[src/rsw_regs.svh]
// Register offsets, fields, reset values and timing counts of the reset
// sequencer. Assumes a 100 MHz clock and a 10 ns period.
`ifndef RSW_REGS_SVH
`define RSW_REGS_SVH

// =====================================================================
// Register offsets
// =====================================================================
`define RSW_ADDR_WDSEL 4'h0
`define RSW_ADDR_KICK 4'h1
`define RSW_ADDR_STAT 4'h2
`define RSW_ADDR_CTRL 4'h3

// =====================================================================
// Fields and reset values
// =====================================================================
`define RSW_WDSEL_OFF 2'h0
`define RSW_WDSEL_64K 2'h1
`define RSW_WDSEL_128K 2'h3
`define RSW_WDSEL_RST 2'h3
`define RSW_KICK_BIT 0
`define RSW_STAT_WDCY_BIT 0
`define RSW_STAT_STOP_BIT 1
`define RSW_STAT_RUN_BIT 2
`define RSW_STAT_HIGHTH_BIT 3
`define RSW_CTRL_STOP_BIT 0
`define RSW_CTRL_HALT_BIT 1

// =====================================================================
// Timing
// =====================================================================
`define RSW_CLK_NS 10
`define RSW_CARRY_PERIOD_MS 100
`define RSW_CARRY_HALF_MS 50
`define RSW_WD_64K 32'h0001_0000
`define RSW_WD_128K 32'h0002_0000

`endif

[src/rsw_pkg.sv]
// Types shared by the reset sequencer.
// Assumes the constants of rsw_regs.svh.
package rsw_pkg;

   // ==================================================================
   // Sequencer states
   // ==================================================================
   typedef enum logic [2:0] {
      RSW_ST_RESET = 3'b000,
      RSW_ST_WAIT = 3'b001,
      RSW_ST_RUN = 3'b010,
      RSW_ST_STOP = 3'b011,
      RSW_ST_WAKE = 3'b100
   } rsw_state_t;

endpackage : rsw_pkg

[src/rsw_reset_seq.sv]
// Reset sequencer and watchdog for a small controller core.
// Assumes asynchronous pins, a supply detector flag and a clock-enable.
`include "rsw_regs.svh"

module rsw_reset_seq #(
   parameter int CARRY_HALF_CYC =
      `RSW_CARRY_HALF_MS * 1000000 / `RSW_CLK_NS,
   parameter int WD_LONG = `RSW_WD_128K,
   parameter int WD_SHORT = `RSW_WD_64K
) (
   // Clock, reset and enable.
   input wire logic clk_i,
   input wire logic rst_i,
   input wire logic ce_i,
   // Pins and detector.
   input wire logic supply_low_clear_i,
   input wire logic reset_n_i,
   input wire logic chip_enable_i,
   input wire logic ext_int_i,
   input wire logic wake_port_i,
   // Instruction strobe from the core.
   input wire logic instr_i,
   // Register port.
   input wire logic [3:0] addr_i,
   input wire logic [7:0] wdata_i,
   input wire logic wr_i,
   input wire logic rd_i,
   output logic [7:0] rdata_o,
   // Sequencer outputs.
   output logic osc_en_o,
   output logic core_rst_o,
   output logic core_run_o,
   output logic high_thresh_o
);

   // =================================================================
   // Pin synchronisers
   // =================================================================
   logic [4:0] s1_q;
   logic [4:0] s2_q;
   logic [4:0] raw;
   assign raw = {wake_port_i, ext_int_i, chip_enable_i, reset_n_i,
                 supply_low_clear_i};
   always_ff @(posedge clk_i) begin
      if (rst_i) begin
         s1_q <= 5'h06;
         s2_q <= 5'h06;
      end else if (ce_i) begin
         s1_q <= raw;
         s2_q <= s1_q;
      end
   end
   wire supply_low_clear = s2_q[0];
   wire pin_rst = !s2_q[1];
   wire chip_en = s2_q[2];
   wire wake = s2_q[3] || s2_q[4];

   // =================================================================
   // State and counters
   // =================================================================
   rsw_pkg::rsw_state_t st_q, st_d;
   logic [31:0] tmr_q;
   logic [31:0] wd_q;
   logic [1:0] wdsel_q;
   logic wdsel_lock_q;
   logic wdcy_q;
   logic ce_prev_q;
   logic ce_pend_q;
   logic stop_req_q;
   logic halt_q;
   logic hth_q;
   logic [7:0] rdata_q;

   wire carry = (tmr_q == 32'(CARRY_HALF_CYC - 1));
   wire hard_rst = supply_low_clear || pin_rst;
   wire ce_rise = chip_en && !ce_prev_q;
   wire running = (st_q == rsw_pkg::RSW_ST_RUN);

   // Watchdog limit decoded from the interval selection.
   function automatic logic [31:0] wd_limit(input logic [1:0] sel);
      case (sel)
         `RSW_WDSEL_64K: wd_limit = 32'(WD_SHORT);
         `RSW_WDSEL_128K: wd_limit = 32'(WD_LONG);
         default: wd_limit = 32'h0;
      endcase
   endfunction : wd_limit

   wire [31:0] lim = wd_limit(wdsel_q);
   wire wd_on = (lim != 32'h0);
   wire wd_count = running && !halt_q && !stop_req_q && instr_i;
   wire wd_exp = wd_on && wd_count && (wd_q == lim - 32'h1);
   wire kick = wr_i && addr_i == `RSW_ADDR_KICK &&
               wdata_i[`RSW_KICK_BIT];
   wire rd_stat = rd_i && addr_i == `RSW_ADDR_STAT;

   always_comb begin
      st_d = st_q;
      case (st_q)
         rsw_pkg::RSW_ST_RESET: st_d = rsw_pkg::RSW_ST_WAIT;
         rsw_pkg::RSW_ST_WAIT: if (carry) st_d = rsw_pkg::RSW_ST_RUN;
         rsw_pkg::RSW_ST_RUN: begin
            if (wd_exp) st_d = rsw_pkg::RSW_ST_RESET;
            else if (stop_req_q) st_d = rsw_pkg::RSW_ST_STOP;
            else if (ce_pend_q && carry) st_d = rsw_pkg::RSW_ST_RESET;
         end
         rsw_pkg::RSW_ST_STOP:
            if (wake) st_d = rsw_pkg::RSW_ST_WAKE;
         rsw_pkg::RSW_ST_WAKE: if (carry) st_d = rsw_pkg::RSW_ST_RUN;
         default: st_d = rsw_pkg::RSW_ST_RESET;
      endcase
      if (hard_rst) st_d = rsw_pkg::RSW_ST_RESET;
   end

   // Threshold follows the next state so it is high when the core starts.
   wire hth_d = (st_d == rsw_pkg::RSW_ST_STOP) ? 1'b0 :
                (st_q == rsw_pkg::RSW_ST_WAKE && !carry) ? hth_q :
                1'b1;

   always_ff @(posedge clk_i) begin
      if (rst_i) begin
         st_q <= rsw_pkg::RSW_ST_RESET;
         tmr_q <= 32'h0;
         ce_prev_q <= 1'b0;
         ce_pend_q <= 1'b0;
         hth_q <= 1'b1;
      end else if (ce_i) begin
         st_q <= st_d;
         ce_prev_q <= chip_en;
         // Carry timer held clear while oscillator is stopped.
         if (hard_rst || st_q == rsw_pkg::RSW_ST_STOP || carry)
            tmr_q <= 32'h0;
         else
            tmr_q <= tmr_q + 32'h1;
         // Rises before the run state are absorbed by the start.
         if (hard_rst || st_q != rsw_pkg::RSW_ST_RUN) ce_pend_q <= 1'b0;
         else if (ce_rise) ce_pend_q <= 1'b1;
         else if (carry) ce_pend_q <= 1'b0;
         hth_q <= hth_d;
      end
   end

   // =================================================================
   // Watchdog and registers
   // =================================================================
   always_ff @(posedge clk_i) begin
      if (rst_i) begin
         wd_q <= 32'h0;
         wdsel_q <= `RSW_WDSEL_RST;
         wdsel_lock_q <= 1'b0;
         wdcy_q <= 1'b0;
         stop_req_q <= 1'b0;
         halt_q <= 1'b0;
         rdata_q <= 8'h00;
      end else if (ce_i) begin
         if (hard_rst || kick || wd_exp) wd_q <= 32'h0;
         else if (wd_count) wd_q <= wd_q + 32'h1;
         if (hard_rst) begin
            wdsel_q <= `RSW_WDSEL_RST;
            wdsel_lock_q <= 1'b0;
         end else if (wr_i && addr_i == `RSW_ADDR_WDSEL &&
                      !wdsel_lock_q) begin
            wdsel_q <= wdata_i[1:0] & 2'h3;
            wdsel_lock_q <= 1'b1;
         end
         if (hard_rst) wdcy_q <= 1'b0;
         else if (wd_exp) wdcy_q <= 1'b1;
         else if (rd_stat) wdcy_q <= 1'b0;
         if (hard_rst || st_q == rsw_pkg::RSW_ST_RESET) begin
            stop_req_q <= 1'b0;
            halt_q <= 1'b0;
         end else if (wr_i && addr_i == `RSW_ADDR_CTRL) begin
            stop_req_q <= wdata_i[`RSW_CTRL_STOP_BIT];
            halt_q <= wdata_i[`RSW_CTRL_HALT_BIT];
         end else if (st_q == rsw_pkg::RSW_ST_STOP) begin
            stop_req_q <= 1'b0;
         end
         rdata_q <= 8'h00;
         if (rd_i) begin
            case (addr_i)
               `RSW_ADDR_WDSEL: rdata_q <= {6'h00, wdsel_q};
               `RSW_ADDR_STAT: rdata_q <= {4'h0, hth_q, running,
                  st_q == rsw_pkg::RSW_ST_STOP, wdcy_q};
               `RSW_ADDR_CTRL: rdata_q <= {6'h00, halt_q, stop_req_q};
               default: rdata_q <= 8'h00;
            endcase
         end
      end
   end

   // =================================================================
   // Outputs
   // =================================================================
   always_ff @(posedge clk_i) begin
      if (rst_i) begin
         osc_en_o <= 1'b0;
         core_rst_o <= 1'b1;
         core_run_o <= 1'b0;
         high_thresh_o <= 1'b1;
      end else if (ce_i) begin
         osc_en_o <= !hard_rst && st_d != rsw_pkg::RSW_ST_STOP;
         core_rst_o <= st_d == rsw_pkg::RSW_ST_RESET;
         core_run_o <= st_d == rsw_pkg::RSW_ST_RUN;
         high_thresh_o <= hth_d;
      end
   end
   assign rdata_o = rdata_q;

endmodule : rsw_reset_seq

[config.mk]
export PLATFORM = sky130hd
export DESIGN_NAME = rsw_reset_seq
export DESIGN_NICKNAME = d
export VERILOG_FILES = /design/src/rsw_pkg.sv /design/src/rsw_reset_seq.sv
export VERILOG_INCLUDE_DIRS = /design/src
export SDC_FILE = /design/constraint.sdc
export NUM_CORES = 1
export LEC_CHECK = 0
export ABC_AREA = 1
export BUFFER_PORTS_ARGS = -buffer_cell sky130_fd_sc_hd__buf_2
export CAP_MARGIN = 20
export CELL_PAD_IN_SITES_DETAIL_PLACEMENT = 2
export CELL_PAD_IN_SITES_GLOBAL_PLACEMENT = 2
export CORE_MARGIN = 1
export CORE_UTILIZATION = 31
export DETAILED_ROUTE_END_ITERATION = 16
export GPL_TIMING_DRIVEN = 1
export PLACE_DENSITY = 0.87
export REMOVE_ABC_BUFFERS = 1
export SLEW_MARGIN = 10
export SYNTH_ARGS = -nofsm -noshare
export SYNTH_HDL_FRONTEND = slang
export SYNTH_SLANG_ARGS = --single-unit
export TNS_END_PERCENT = 100
[constraint.sdc]
create_clock -name clk_i -period 1.8 [get_ports clk_i]
set_input_delay 0.27 -clock clk_i [delete_from_list [all_inputs] [get_ports clk_i]]
set_output_delay 0.27 -clock clk_i [all_outputs]
set_load 0.01 [all_outputs]
* Yosys cells after proc, flatten, opt, wreduce, memory -nomap -nowiden
Cells that the tools add are included.
** Storage, ports and cells
- Register bits after elaboration :: 97
- Output and inout bits :: 12
- Word-level logic and storage cells :: 114
** Cells by class
- $add $sub $neg :: 3
- Equal/unequal tests :: 16
- Mux-type cells :: 30
- Reductions and logical operators :: 48
** Operators by type and width (number)
- two-way mux 32 bit :: 3
- adder 32 x 1 -> 32 bit, second input constant :: 2
- one-hot mux 18 bit (2 select lines) :: 1
- == test 32 x 23 -> 1 bit, second input constant :: 1
- == test 32 bit :: 1
- nonzero test 32 bit :: 1
- subtractor 32 x 1 -> 32 bit, second input constant :: 1
- two-way mux 3 bit :: 6
- logical AND 1 bit :: 15
- two-way mux 1 bit :: 15
- AND reduction 2 bit :: 7
- == test 3 x 2 -> 1 bit, second input constant :: 4
- one-hot mux 3 bit (4 select lines) :: 1
- one-hot mux 4 bit (3 select lines) :: 1
- nonzero test 3 bit :: 3
- == test 4 x 2 -> 1 bit, second input constant :: 2
- logical OR 1 bit :: 8
- zero test 1 bit :: 7
- zero test 3 bit :: 2
- != test 3 x 2 -> 1 bit, second input constant :: 2
- nonzero test 2 bit :: 3
- == test 4 x 1 -> 1 bit, second input constant :: 1
- zero test 4 bit :: 1
- two-way mux 2 bit :: 2
- 7 further kinds :: 7

* Logic depth before layout (Yosys ltp)
- Depth in word-level cells :: 12
- Depth in mapped cells :: 14
- Mapped depth without buffers :: 13

* Worst setup path after synthesis
OpenSTA, ideal clock, no wires.
- Kind :: reg2reg
- Start :: register wd_q[0]
- End :: register wd_q[21]
- Setup time :: 0.132 ns
- Arrival :: 1.740 ns
- Path slack :: -0.072 ns
- Cell stages (with the launch flop) :: 15
- Buffers on the path :: 2
- Clock period less this slack :: 1.872 ns
- Path through :: dfxtp_1 -> ha_1 -> nand2_2 -> nor2_2 -> nand2_2 -> nor2_4 -> nand4_2 -> nor2_4 -> nor2_8 -> nand2_4 -> buf_6 -> buf_6 -> nor2_1 -> nand3_1 -> a21oi_1
** Between the ends
- Word-level cells in the longest chain between the ends :: 5
- Elaborated cells on any way between the ends :: 8
- Those cells by class :: add/sub: 1; eq/ne: 1; mux: 2; reduce/logical: 4
** Ends and longest elaborated chain
- start: declaration :: line rsw_reset_seq.sv:63 : logic [31:0] wd_q;
- start signal: assignment :: line rsw_reset_seq.sv:156 : else if (wd_count) wd_q <= wd_q + 32'h1;
- branches (longest 5 deep; another with adder 32 x 1 -> 32 bit)
Parallel ways; which one is timed is not known. The select of a mux whose other input is x is not followed.
A chain may end at the register's enable or synchronous reset.

* Final worst setup path
- Start :: register wd_q[7]
- End :: register osc_en_o
** Between the ends
- Word-level cells in the longest chain between the ends :: 7
** Ends and longest elaborated chain
- == test 32 bit :: line rsw_reset_seq.sv:91 : wire wd_exp = wd_on && wd_count && (wd_q == lim - 32'h1);
- logical AND 1 bit :: line rsw_reset_seq.sv:91
- two-way mux 3 bit :: line rsw_reset_seq.sv:102 : if (wd_exp) st_d = rsw_pkg::RSW_ST_RESET;
- one-hot mux 3 bit (4 select lines) :: line rsw_reset_seq.sv:98 : case (st_q)
- two-way mux 3 bit :: line rsw_reset_seq.sv:111 : if (hard_rst) st_d = rsw_pkg::RSW_ST_RESET;
- != test 3 x 2 -> 1 bit :: line rsw_reset_seq.sv:200 : osc_en_o <= !hard_rst && st_d != rsw_pkg::RSW_ST_STOP;
- logical AND 1 bit :: line rsw_reset_seq.sv:200
- end signal: assignment :: line rsw_reset_seq.sv:200
- end: declaration :: line rsw_reset_seq.sv:30 : output logic osc_en_o,
Every way passes these cells.

==> impl_metrics.yaml <==
outcome:
  status: "finished, violations left"
  failed_checks: "setup timing"
drt:
  route.vias.total: 7689
  vias_per_cell: 6.23
  route.detailed.drc: 0
  final_antenna_net_count: 0
  drt_iter0_markers: 665
  wl_per_cell_um: 34.3
  routed_wl_um: 42400
  first_pass_iters: 5
die:
  rows: 48
  die_area_sq_um: 18200
  initial_core_util_pct: 31.7
  die_y_um: 135
  coreArea_sq_um: 17300
  die_w_um: 135
  io_pins: 35
setup_path:
  worst_path_largest_cell_delay_ps: 390
  crit_path_end_kind: "flop"
  path_cells: "nand2_1 -> nor2_2 -> inv_2 -> nor2_4 -> nand4_4 -> nor2_4 -> buf_6 -> buf_6 -> nor2_4 -> nand2_2 -> nand2_4 -> nand2_4 -> nand2_4 -> a21oi_2"
  cp-start-kind: "flop"
  worstPathArrival_ps: 2800
  crit_type: "flop to flop"
  worst_r2r_startpoint: "wd_q[7]"
  cp_data_required_time_ps: 2080
  path_max_fanout: 3
  crit_start: "wd_q[7]"
  cp_slowest_cell: "dfxtp_1"
sta:
  setup_viol: 76
  worst_pin_slew_ps: 738
  fin_crit_ps: 2530
  timing.final.crit_share_pct: 140
  tns_ps: -29140
  slew_viol_final: 0
  finalHoldViolations: 0
  slew_headroom_pct: 50.8
  clock.fmax_mhz: 396
  fin_ws_ps: -726
  finalClockSkew_ps: 34.3
  rsz0062_at_grt: "yes"
layout:
  layout.cells.non_filler: 1234
  regArea_sq_um: 1900
  syn2layout_area_growth_pct: 58.4
  nFillCells: 1870
  nets: 1028
  mostFrequentLayoutCell: "buf_4"
  multi_input_area_sq_um: 4310
  drive_gt1_share_pct: 46.3
  final_cell_mix: "buf_4 (125), nand2_1 (124), nor2_1 (102)"
  utilization_pct: 50.2
worst_hold_path:
  worstHoldPathType: "primary input to flop"
  worstHoldStart: "ext_int_i"
clocking:
  cts_sinks: 93
  cts-root-buf: "clkbuf_16"
  clock_latency_ps: 400
  htree_levels: 3
  path_clk_slew_ps: 100
  cts-buffers-inserted: 9
  cts_buffer_depth: 2
  tritoncts: "yes"
global_routing:
  grt_pass1_vias: 8033
  antenna_found_initial: 3
  track_usage_pct: 38.4
  grt_max_degree: 31
  grt_pass1_wl_um: 51300
  grt-ovfl-total: 0
synth:
  synth_ff_type: "dfxtp_1"
  synth-edff-count: 0
  syn-cell-area_sq_um: 5490
  synthArstFlopShare_pct: 0
  syn_avg_cell_area_sq_um: 6.54
  ys_seq_area_share_pct: 33.9
  synth.area.top_cells: "dfxtp_1 (34%), nand2_1 (11%), nor2_1 (9.9%)"
  ys.warnings.count: 0
  yosysUniqueCellTypes: 43
  ys_ff_latch: 93
  yosys.area.top_type: "dfxtp_1"
  synthCells: 839
  synth_top_area_share_pct: 33.9
flow_run:
  cap_viol_max_count: 0
placement:
  dp_hpwl_um: 19300
  numPortBuffers: 24
  gp_congestion: 0.889
  place_inst: 1173
power:
  p_leak_nw: 3.38
  ir_drop_mv: 0.892
  p_per_area_nw_per_um2: 598
==> sequential cells by signal (all words and copies together) (netlist names), 2 cells and up <==
signal and flops:
s2_q 5, rdata_o 4, tmr_q 32, st_q 3, s1_q 5, wdsel_q 2
wd_q 32
==> worst paths after layout <==
path              slack [ps]  cells past startpoint         end
hold / removal           110                      3     s1_q[3]
hold reg to reg          500                      2  rdata_o[1]
setup reg to reg        -730                     14    osc_en_o
setup / recovery        -730                     14    osc_en_o
==> cells by family after synthesis <==
group	synth area share, %
xor+xnor	6.07
simple gates	40.4
flops	33.9
other cells	0.0684
fa+ha+maj	0.456
buf+inv	8.99
compound gates	10.0
==> synth_stat cells, types with 2 or more instances <==
cell type / number
ha_1: 2
nor4_1: 4
o211ai_1: 2
buf_2: 7
inv_2: 8
nor3b_1: 4
xnor2_1: 12
nor2_4: 5
xor2_1: 26
a211oi_1: 5
inv_1: 74
nor3_1: 30
nand2_1: 158
nor2_1: 145
nand3_2: 3
buf_6: 2
o22ai_1: 2
dfxtp_1: 93
o21ai_0: 18
nand4_1: 19
buf_1: 6
o21bai_1: 2
nand3_1: 99
clkbuf_1: 12
nor2_2: 4
or2_2: 2
a21oi_1: 65
buf_4: 8
nand2_2: 7
nor4b_1: 2
==> repair_timing <==
item	in CTS	in global routing
gates resized for setup	147	193
hold buffers	0	0
pin swaps	30	57
gates cloned	3	1
setup buffers	17	26
setup endpoints to repair	73	75
==> through the flow <==
stage | power [W] | worst slack [ps] | cell area [sq um] | hold slack (ps)
floorplan | 0.00237 | -306 | 5310 | 339
global placement | 0.00265 | -59.0 | 6650 | 446
detailed placement | 0.00270 | -282 | 6650 | 460
CTS | 0.00487 | -157 | 7710 | 129
global route | 0.00526 | -909 | 8690 | 132
finish | 0.00520 | -726 | 8690 | 113
==> critical path, delay by kind of cell, from the launching register on <==
kind,cells,cell delay [ps]
simple gates,10,1360
flops,1,390
compound gates,1,340
buf+inv,3,320
==> area by class of cell <==
class | count | area share [%]
antenna | 1 | 0.0288
clock buffer | 10 | 2.75
clock inverter | 6 | 0.821
inverter | 82 | 3.60
multi-input combinational | 632 | 49.6
sequential | 93 | 21.9
tap | 225 | 3.24
timing repair buffer | 185 | 18.1
==> metal layers <==
layer / track usage [%] / part of all wire [%]
met1: 42.2 / 37
met2: 66.2 / 47
met3: 7.24 / 7.6
met4: 28.0 / 9.1
met5: 0 / 0.057
==> where the power goes <==
group	total [W]	switching [W]	internal, W	leakage, nW
combinational	0.000874	0.000572	0.000303	2.47
sequential	0.00213	0.0000392	0.00209	0.763
clock	0.00220	0.00107	0.00113	0.145
total	0.00520	0.00168	0.00352	3.38
(Power assumes the default switching activity.)
